[src/design/cnm_regs.svh]
// Register map, reset values and field layout of the interrupt manager
`ifndef CNM_REGS_SVH
`define CNM_REGS_SVH
`define CNM_ADDR_NVEC 32'hFFFFFF20
`define CNM_ADDR_FVEC 32'hFFFFFF24
`define CNM_ADDR_RSVD 32'hFFFFFF28
`define CNM_ADDR_ROUTE 32'hFFFFFF2C
`define CNM_ADDR_PEND 32'hFFFFFF30
`define CNM_ADDR_MASK 32'hFFFFFF34
`define CNM_RST_VEC 8'h00
`define CNM_RST_WORD 32'h00000000
`define CNM_VEC_W 8
`define CNM_PROT_PRIV 0
`endif

[src/design/cnm_pkg.sv]
// Types shared by the interrupt manager
package cnm_pkg;
    typedef logic [7:0] cnm_vec_t;
    typedef enum logic [2:0] {
        CNM_SEL_NONE = 3'b000,
        CNM_SEL_NVEC = 3'b001,
        CNM_SEL_FVEC = 3'b010,
        CNM_SEL_RSVD = 3'b011,
        CNM_SEL_ROUTE = 3'b100,
        CNM_SEL_PEND = 3'b101,
        CNM_SEL_MASK = 3'b110
    } cnm_sel_t;
endpackage

[src/design/cnm_central_interrupt_manager.sv]
// Central interrupt manager: masking, class routing, priority and vector registers
//
// Operation
// - Thirty-two hardwired request inputs merge into one fast and one normal request.
// - A channel whose enable mask bit is clear never requests.
// - Each channel goes to the fast or normal class by its route bit.
// - Mask and route accept writes only from privileged accesses.
// - User-mode writes to mask or route are rejected and flag illegal access.
// - Fast and normal requests are evaluated independently and may coexist.
// - Per class the highest-numbered active unmasked channel wins.
// - Each class shows its winner in an 8-bit vector index.
// - Reading the fast vector index clears it.
// - Hardware never clears request flags; software must clear them.
// - A flag left set keeps the request asserted, forcing re-entry.
// - Normal vector index is 8 bits, read-only, reset zero.
// - Fast vector index is 8 bits, read-only, reset zero.
// - Route select is 32 bits, read-write, reset zero.
// - Pending location is 32 bits, read-write, reset zero, shows requests.
`timescale 1ns/1ps
`include "cnm_regs.svh"

module cnm_central_interrupt_manager
    import cnm_pkg::*;
#(
    parameter int NUM_CH = 32
) (
    input wire logic i_sys_clk,
    input wire logic i_rst,
    input wire logic [NUM_CH-1:0] i_chan_req,
    input wire logic i_psel,
    input wire logic i_penable,
    input wire logic i_pwrite,
    input wire logic [31:0] i_paddr,
    input wire logic [31:0] i_pwdata,
    input wire logic [2:0] i_pprot,
    output logic [31:0] o_prdata,
    output logic o_pready,
    output logic o_pslverr,
    output logic o_fast_req,
    output logic o_normal_req,
    output logic o_illegal_access
);

    generate
        if (NUM_CH < 1 || NUM_CH > 32) begin : g_bad_ch
            $error("NUM_CH must lie between 1 and 32");
        end
    endgenerate

    logic [31:0] route_reg;
    logic [31:0] mask_reg;
    logic [31:0] sw_pend_reg;
    cnm_vec_t nvec_reg;
    cnm_vec_t fvec_reg;
    logic fvec_full_reg;
    logic fvec_hold_reg;
    cnm_vec_t fvec_seen_reg;
    logic [31:0] prdata_reg;
    logic fast_req_reg;
    logic normal_req_reg;
    logic illegal_reg;

    logic [31:0] chan_in;
    logic [31:0] pend;
    logic [31:0] fast_act;
    logic [31:0] norm_act;
    logic fast_any;
    logic norm_any;
    cnm_vec_t fast_win;
    cnm_vec_t norm_win;
    cnm_sel_t sel;
    logic setup_rd;
    logic acc_wr;
    logic priv;
    logic wr_blocked;
    logic rd_fast;
    logic [31:0] rd_val;

    // Highest set bit wins; later loop passes overwrite lower ones
    function automatic cnm_vec_t top_index(input logic [31:0] v);
        cnm_vec_t idx;
        idx = `CNM_RST_VEC;
        for (int k = 0; k < 32; k++) begin
            if (v[k]) begin
                idx = cnm_vec_t'(k);
            end
        end
        return idx;
    endfunction

    // Unused high channels stay zero
    assign chan_in = 32'(i_chan_req);
    // Software-set bits join the wires; only software ever clears them
    assign pend = chan_in | sw_pend_reg;
    assign fast_act = pend & mask_reg & route_reg;
    assign norm_act = pend & mask_reg & ~route_reg;
    assign fast_any = |fast_act;
    assign norm_any = |norm_act;
    assign fast_win = top_index(fast_act);
    assign norm_win = top_index(norm_act);

    always_comb begin
        if (i_paddr == `CNM_ADDR_NVEC) begin
            sel = CNM_SEL_NVEC;
        end else if (i_paddr == `CNM_ADDR_FVEC) begin
            sel = CNM_SEL_FVEC;
        end else if (i_paddr == `CNM_ADDR_RSVD) begin
            sel = CNM_SEL_RSVD;
        end else if (i_paddr == `CNM_ADDR_ROUTE) begin
            sel = CNM_SEL_ROUTE;
        end else if (i_paddr == `CNM_ADDR_PEND) begin
            sel = CNM_SEL_PEND;
        end else if (i_paddr == `CNM_ADDR_MASK) begin
            sel = CNM_SEL_MASK;
        end else begin
            sel = CNM_SEL_NONE;
        end
    end

    always_comb begin
        case (sel)
            CNM_SEL_NVEC: rd_val = {24'h000000, nvec_reg};
            CNM_SEL_FVEC: rd_val = {24'h000000, fvec_reg};
            CNM_SEL_ROUTE: rd_val = route_reg;
            CNM_SEL_PEND: rd_val = pend;
            CNM_SEL_MASK: rd_val = mask_reg;
            default: rd_val = `CNM_RST_WORD;
        endcase
    end

    assign priv = i_pprot[`CNM_PROT_PRIV];
    // Read data and read side effects act at the setup edge so the cleared
    // fast index cannot be reloaded between capture and return
    assign setup_rd = i_psel && !i_penable && !i_pwrite;
    assign acc_wr = i_psel && i_penable && i_pwrite;
    assign rd_fast = setup_rd && (sel == CNM_SEL_FVEC);
    assign wr_blocked = (sel == CNM_SEL_ROUTE || sel == CNM_SEL_MASK) && !priv;

    // Zero-wait slave: every access completes in its first access cycle
    assign o_pready = i_psel && i_penable;
    assign o_pslverr = o_pready && ((sel == CNM_SEL_NONE) || (i_pwrite && wr_blocked));
    assign o_prdata = prdata_reg;
    assign o_fast_req = fast_req_reg;
    assign o_normal_req = normal_req_reg;
    assign o_illegal_access = illegal_reg;

    always_ff @(posedge i_sys_clk or posedge i_rst) begin
        if (i_rst) begin
            prdata_reg <= `CNM_RST_WORD;
        end else if (setup_rd) begin
            prdata_reg <= rd_val;
        end
    end

    always_ff @(posedge i_sys_clk or posedge i_rst) begin
        if (i_rst) begin
            route_reg <= `CNM_RST_WORD;
        end else if (acc_wr && sel == CNM_SEL_ROUTE && priv) begin
            route_reg <= i_pwdata;
        end
    end

    always_ff @(posedge i_sys_clk or posedge i_rst) begin
        if (i_rst) begin
            mask_reg <= `CNM_RST_WORD;
        end else if (acc_wr && sel == CNM_SEL_MASK && priv) begin
            mask_reg <= i_pwdata;
        end
    end

    always_ff @(posedge i_sys_clk or posedge i_rst) begin
        if (i_rst) begin
            sw_pend_reg <= `CNM_RST_WORD;
        end else if (acc_wr && sel == CNM_SEL_PEND) begin
            sw_pend_reg <= i_pwdata;
        end
    end

    always_ff @(posedge i_sys_clk or posedge i_rst) begin
        if (i_rst) begin
            illegal_reg <= 1'b0;
        end else begin
            illegal_reg <= acc_wr && wr_blocked;
        end
    end

    // Both lines are computed side by side; neither suppresses the other
    always_ff @(posedge i_sys_clk or posedge i_rst) begin
        if (i_rst) begin
            fast_req_reg <= 1'b0;
            normal_req_reg <= 1'b0;
        end else begin
            fast_req_reg <= fast_any;
            normal_req_reg <= norm_any;
        end
    end

    always_ff @(posedge i_sys_clk or posedge i_rst) begin
        if (i_rst) begin
            nvec_reg <= `CNM_RST_VEC;
        end else if (norm_any) begin
            nvec_reg <= norm_win;
        end else begin
            nvec_reg <= `CNM_RST_VEC;
        end
    end

    // After a read clears the fast index it stays clear until the fast
    // request drops or its winner changes, so a repeated read in one
    // service routine cannot return the same index twice
    always_ff @(posedge i_sys_clk or posedge i_rst) begin
        if (i_rst) begin
            fvec_hold_reg <= 1'b0;
            fvec_seen_reg <= `CNM_RST_VEC;
        end else if (rd_fast && fvec_full_reg) begin
            fvec_hold_reg <= 1'b1;
            fvec_seen_reg <= fvec_reg;
        end else if (!fast_any || fast_win != fvec_seen_reg) begin
            fvec_hold_reg <= 1'b0;
        end
    end

    always_ff @(posedge i_sys_clk or posedge i_rst) begin
        if (i_rst) begin
            fvec_reg <= `CNM_RST_VEC;
            fvec_full_reg <= 1'b0;
        end else if (rd_fast && fvec_full_reg) begin
            fvec_reg <= `CNM_RST_VEC;
            fvec_full_reg <= 1'b0;
        end else if (!fvec_full_reg && fast_any && !fvec_hold_reg) begin
            fvec_reg <= fast_win;
            fvec_full_reg <= 1'b1;
        end else if (fvec_full_reg && !fast_any) begin
            fvec_reg <= `CNM_RST_VEC;
            fvec_full_reg <= 1'b0;
        end
    end
endmodule

[config.mk]
export PLATFORM = sky130hd
export DESIGN_NAME = cnm_central_interrupt_manager
export DESIGN_NICKNAME = d
export VERILOG_FILES = /design/src/design/cnm_pkg.sv /design/src/design/cnm_central_interrupt_manager.sv
export VERILOG_INCLUDE_DIRS = /design/src /design/src/design
export SDC_FILE = /design/constraint.sdc
export NUM_CORES = 1
export LEC_CHECK = 0
export BUFFER_PORTS_ARGS = -buffer_cell sky130_fd_sc_hd__buf_2
export CORE_MARGIN = 2
export CORE_UTILIZATION = 32
export DETAILED_ROUTE_END_ITERATION = 7
export PLACE_DENSITY = 0.62
export SKIP_CTS_REPAIR_TIMING = 1
export SLEW_MARGIN = 10
export SYNTH_ARGS = -nofsm -noshare
export SYNTH_HDL_FRONTEND = slang
export SYNTH_SLANG_ARGS = --single-unit
[constraint.sdc]
create_clock -name i_sys_clk -period 6.3 [get_ports i_sys_clk]
set_input_delay 1.26 -clock i_sys_clk [delete_from_list [all_inputs] [get_ports i_sys_clk]]
set_output_delay 1.26 -clock i_sys_clk [all_outputs]
set_load 0.1 [all_outputs]
==> impl_results.md, run 1 <==
* Fraction of power spent switching nets at 0.226
* Synthesis warning total at 0
* Register-to-register setup slack at 3.67 ns
* Run status: finished clean
* Setup tns final at 0 ns
* Part of the power in the clock network at 0.491
* Initial standard-cell utilization of the core at 0.323
* Path type of the worst setup path: in -> out
* Final min period at 4.29 ns
* RSZ-0062 raised after global routing: false
* Area growth from synthesis to layout at 20.0%
* Worst slew slack as a fraction of its limit at 0.277
* Layout Nets at 942
* Static Leakage at 0.00446 µW
* Path type of the worst min-delay path: reg -> reg
* Max Cap Violations at 0
* Setup ws final at 2.01 ns
* Initial DRT Pass Iterations at 5
* Number of ports placed on the die boundary at 141
* HPWL after DPL at 15.6 mm
* Total Die Area at 0.0257 mm²
* Number of rows in the core area at 57
* Routed wire length at 22.4 mm
* Peak supply drop at 0.000162 V
* Height of the die at 160 µm
* Delay of the slowest cell on the worst path at 0.52 ns
* Hold Slack at 0.472 ns
* Power density normalized to cell area at 219 mW/mm²
* Number of antenna violations at the first check in global routing at 0
* Maximum count of clock buffers along a single path at 2
* Synthesized cell area at 0.00781 mm²
* Vias after detailed routing at 6326
* Placed instance count at 1143
* Placer congestion estimate at 0.824
* Sort of element at the start of the critical path: input pin
* Most common cell on crit path: buf_2
* Setup-violating endpoint count in the final report at 0
* Pre-CTS setup slack at 1.98 ns
* Data arrival at the endpoint of the critical path at 3.03 ns
* Biggest area contributors in the synthesized netlist: dfrtp_1 47%, mux2_4 9.6%, mux2_2 7.4%, nand2_1 3.8%, o21ai_0 3.6%
* Floorplan Core Area at 0.0242 mm²
* CP Data Required Time at 5.04 ns
* TritonCTS clock tree: yes
* Post-Syn Nets at 808
* Count of buffers inserted at the top-level ports at 138
* Cell breakdown of the critical path: buf_2 -> or4b_1 -> nor4_1 -> nand2_1 -> o22ai_1 -> buf_2
* Wire length of the first global-routing pass at 35.1 mm
* Pin count of the biggest net entering global routing at 92
* Share of layout cells above drive strength 1 at 0.372
* Skew-Pair Late Insertion Delay at 0.43 ns
* Share of flip-flops with an asynchronous set or reset at 1.00
* Synthesis-stage register bit count at 148
* Final Skew at 0.00989 ns
* Switching power at 464 µW
* Dominant cell type by area after synthesis: dfrtp_1
* Final hold violation count at 0
* CP max stage cell: or4b_1
* Die outline width at 160 µm
* Main synth FF type: dfrtp_1
* Number of design rule violations left after detail routing at 0
* Avg Vias per Cell at 5.39
* Critical path's top delay family: simple AND/OR/NAND/NOR gates
* Sequential area share after synthesis at 0.474
* Setup crit end kind: primary output
* Synthesized netlist cell count at 704
* Part of the total power dissipated in combinational logic at 0.047
* Portion of total power attributed to sequential cells at 0.462
* Gr ovfl total at 0
* Worst Path Max Fanout at 4
* Final-report max-slew violation count at 0
* Number of fillers in the final layout at 2410
* Cell internal power dissipation at 1590 µW
* H-tree level count at 4
* Number of buffers inserted during clock tree synthesis at 17
* Antenna violation net count after detailed routing at 0
* Max Clock Freq at 0.233 GHz
* Number of flops mapped to enable cells by yosys at 0
* Clock Sink Count at 148
* Antenna diode count at 0
* Drt initial violations at 440
* Fraction of post-synthesis cell area in the top cell type by area at 0.474
* Sum of buffers and inverters on the critical path at 2
* Average cell area after synthesis at 11.1 µm²
* WL per Instance at 19.1 µm
* Number of global-route vias before repair at 6266
* GR Util All Layers at 0.176
* Count of cell types in the netlist at 61
* Cell at the root of the clock tree: clkbuf_16
* Measured slew at the worst slew-check pin at 1.08 ns
* CTS clock-pin slew for the worst setup and hold paths at 0.06 ns
* Post-route fraction of the period consumed by the critical path at 0.682
* Post-route non-filler standard cell count at 1173
[kinds of logic after synthesis]
kind of cell,after synthesis,share of synthesized area
and+or+nand+nor,218,0.144
AOI/OAI and AO/OA,192,0.174
DFF,148,0.474
muxes,105,0.175
buffers and inverters,36,0.0271
xor gates and xnor gates,5,0.00561
[power by group through the flow]
| stage | clock network, µW | logic (µW) | registers (µW) |
|---|---|---|---|
| after CTS | 1030 | 97.3 | 951 |
| after floorplan | 0 | 40.8 | 968 |
| after detailed placement | 0 | 97.0 | 968 |
| after global placement | 0 | 95.5 | 968 |
| final | 1010 | 95.7 | 951 |
| after global routing | 1070 | 106 | 950 |
[routing by layer]
| layer | part of all wire | global-route usage |
|---|---|---|
| met1 | 0.47 | 0.240 |
| met2 | 0.46 | 0.279 |
| met3 | 0.054 | 0.0364 |
| met4 | 0.016 | 0.0590 |
| met5 | 0 | 0 |
[placed cells by master (no fill, tap or decap), drive strengths merged, types with 5 or more instances in the layout]
master | Yosys | layout
buf | 16 | 145
mux2 | 104 | 104
or2 | 30 | 30
inv | 6 | 6
nand4 | 17 | 17
dfrtp | 148 | 148
nor3 | 6 | 6
nor4 | 8 | 8
o211ai | 36 | 36
o21ai | 56 | 56
a222oi | 27 | 27
o22ai | 14 | 14
nand2 | 80 | 80
nor2 | 40 | 40
o211a | 7 | 7
o31ai | 5 | 5
a21oi | 18 | 18
clkbuf | 14 | 21
nand3 | 10 | 10
nor3b | 5 | 5
[stage by stage]
step | util | power, µW | instance area [µm²]
after floorplan | - | 1010 | 7810
after global placement | 0.364 | 1060 | 8800
after global routing | 0.388 | 2130 | 9380
after CTS | 0.388 | 2080 | 9380
final | 0.388 | 2060 | 9380
after detailed placement | 0.364 | 1060 | 8800
[cells in the mapped netlist (3+ instances only)]
cell,instances
a21oi_1,18
a222oi_1,27
and2_1,3
and3_1,4
buf_2,6
buf_4,3
buf_6,3
buf_8,3
clkbuf_1,13
dfrtp_1,148
inv_1,6
mux2_1,3
mux2_2,51
mux2_4,50
nand2_1,80
nand2b_1,4
nand3_1,10
nand4_1,16
nand4b_1,4
nor2_1,39
nor3_1,6
nor3b_1,5
nor4_1,4
nor4_2,3
o211a_1,7
o211ai_1,36
o21ai_0,56
o22ai_1,14
o2bb2ai_1,4
o31ai_1,5
o32a_1,3
or2_2,30
xnor2_1,4
[worst reg2reg max path: cells and delay by family (launching register included)]
kind               cells  cell delay, ns
and+or+nand+nor        5            1.58
DFF                    1            0.38
AOI/OAI and AO/OA      2            0.58
[worst paths after layout]
path,from,cells past startpoint,end
worst min register to register,o_prdata[14],2,o_prdata[14]
min in group asynchronous,i_rst,2,route_reg[31]
worst min-delay path,o_prdata[14],2,o_prdata[14]
worst max register to register,sw_pend_reg[22],7,fvec_reg[0]
worst max-delay path,i_paddr[1],6,o_pslverr
max in group asynchronous,i_rst,3,o_prdata[13]
[final cells by class]
cell class              instances  area (µm²)  area share
inverters                       6        27.5     0.00294
clock inverters                 9         105      0.0112
repair buffers                145         743      0.0793
clock buffers                  21         470      0.0502
multi-input cells             520        3920       0.418
flip-flops and latches        148        3700       0.395
well taps                     324         405      0.0432
(Power assumes the default switching activity.)
==> run 2: changes to the inputs <==
- clock period: 6.3 -> 4.2 ns (I/O delays scaled with it)
==> run 2 against run 1 <==
Global-route usage about the same. First-iteration DRC count rose by 4.8%. Final cell count grew 0.43%. Clock-buffer cell count rose by 2. Flip-flop and latch count is the same. Die area unchanged. Largest cell class unchanged. Critical endpoint unchanged.
==> impl_results.md, run 2 (synthesis results as in run 1) <==
* Max Clock Freq at 0.285 GHz
* Gr ovfl total at 0
* Setup crit end kind: primary output
* Post-layout utilization of the core at 0.394
* Floorplan Core Area at 0.0242 mm²
* Data arrival at the endpoint of the critical path at 2.67 ns
* Cell at the root of the clock tree: clkbuf_16
* Number of antenna violations at the first check in global routing at 0
* Design Area, Final at 0.00953 mm²
* Cell area after placement at 0.00885 mm²
* Number of design rule violations left after detail routing at 0
* Most frequent standard cell in the layout excluding fill and tap cells: dfrtp_1
* Power density normalized to cell area at 351 mW/mm²
* Path type of the worst min-delay path: reg -> reg
* Wire length of the first global-routing pass at 35.3 mm
* Antenna diode count at 0
* Worst slew slack as a fraction of its limit at 0.312
* Max Cap Violations at 0
* Number of ports placed on the die boundary at 141
* Layout Nets at 946
* Sort of element at the start of the critical path: input pin
* Number of buffers inserted during clock tree synthesis at 17
* Antenna violation net count after detailed routing at 0
* Drt initial violations at 461
* Skew-Pair Late Insertion Delay at 0.42 ns
* Share of layout cells above drive strength 1 at 0.375
* Run status: finished clean
* Initial DRT Pass Iterations at 7
* Initial standard-cell utilization of the core at 0.323
* Worst Path Max Fanout at 4
* Setup-violating endpoint count in the final report at 0
* Count of buffers inserted at the top-level ports at 138
* WL per Instance at 19.0 µm
* Leading cell types in the layout, fill and taps excluded: 148 x dfrtp_1, 138 x buf_2, 80 x nand2_1
* Total Die Area at 0.0257 mm²
* Total power after layout at 3350 µW
* Die outline width at 160 µm
* Avg Vias per Cell at 5.42
* Vias after detailed routing at 6381
* Setup tns final at 0 ns
* H-tree level count at 4
* Clock Sink Count at 148
* Final-report max-slew violation count at 0
* Pin count of the biggest net entering global routing at 88
* Height of the die at 160 µm
* CTS clock-pin slew for the worst setup and hold paths at 0.06 ns
* Number of global-route vias before repair at 6269
* Placer congestion estimate at 0.888
* RSZ-0062 raised after global routing: false
* Final min period at 3.51 ns
* Final Skew at 0.0106 ns
* Path type of the worst setup path: in -> out
* Register-to-register setup slack at 1.54 ns
* Peak supply drop at 0.000251 V
* Pre-CTS setup slack at 0.676 ns
* Setup ws final at 0.694 ns
* Maximum count of clock buffers along a single path at 2
* Post-route fraction of the period consumed by the critical path at 0.835
* Final hold violation count at 0
* Static Leakage at 0.00454 µW
* GR Util All Layers at 0.175
* Measured slew at the worst slew-check pin at 1.03 ns
* HPWL after DPL at 15.9 mm
* CP Data Required Time at 3.36 ns
* Area growth from synthesis to layout at 22.0%
* Number of rows in the core area at 57
* Routed wire length at 22.4 mm
* TritonCTS clock tree: yes
run 2: report_power, final:
group,total (µW),internal (µW),switching [µW]
logic,147,53.6,93.4
clock network,1770,1180,599
registers,1430,1430,0.00000177
run 2: worst max-delay path, cell delays in order:
cell	delay [ns]
buf_2	0.10
or4b_1	0.52
nor4_1	0.35
nand2_1	0.21
o22ai_1	0.19
buf_2	0.44
run 2: area by class of cell:
| class | count | area, µm² |
|---|---|---|
| fillers | 2327 | 14600 |
| multi-input cells | 520 | 3920 |
| flip-flops and latches | 148 | 3700 |
| repair buffers | 149 | 798 |
| clock buffers | 23 | 488 |
| well taps | 324 | 405 |
| clock inverters | 8 | 195 |
| inverters | 6 | 26.3 |
run 2: worst paths after layout:
check | cells past startpoint | from | endpoint
max | 6 | i_paddr[1] | o_pslverr
min in group asynchronous | 3 | i_rst | mask_reg[29]
max in group asynchronous | 3 | i_rst | o_prdata[18]
min | 2 | o_prdata[13] | o_prdata[13]
min reg2reg | 2 | o_prdata[13] | o_prdata[13]
max reg2reg | 7 | sw_pend_reg[22] | fvec_reg[2]
run 2: per-stage QoR:
step	std cells	hold slack (ns)
2_1_floorplan	704	0.470
3_3_place_gp	1147	0.462
3_5_place_dp	1147	0.465
4_1_cts	1178	0.479
5_1_grt	1178	0.508
6_report	1178	0.474
run 2: layer usage:
layer  up-vias  wire length (µm)  track usage
met3        26              1020       0.0361
met1      3182             10400        0.235
met2       209             10600        0.283
li1       2964                 -            -
met5         -                 0            0
met4         0               395       0.0610
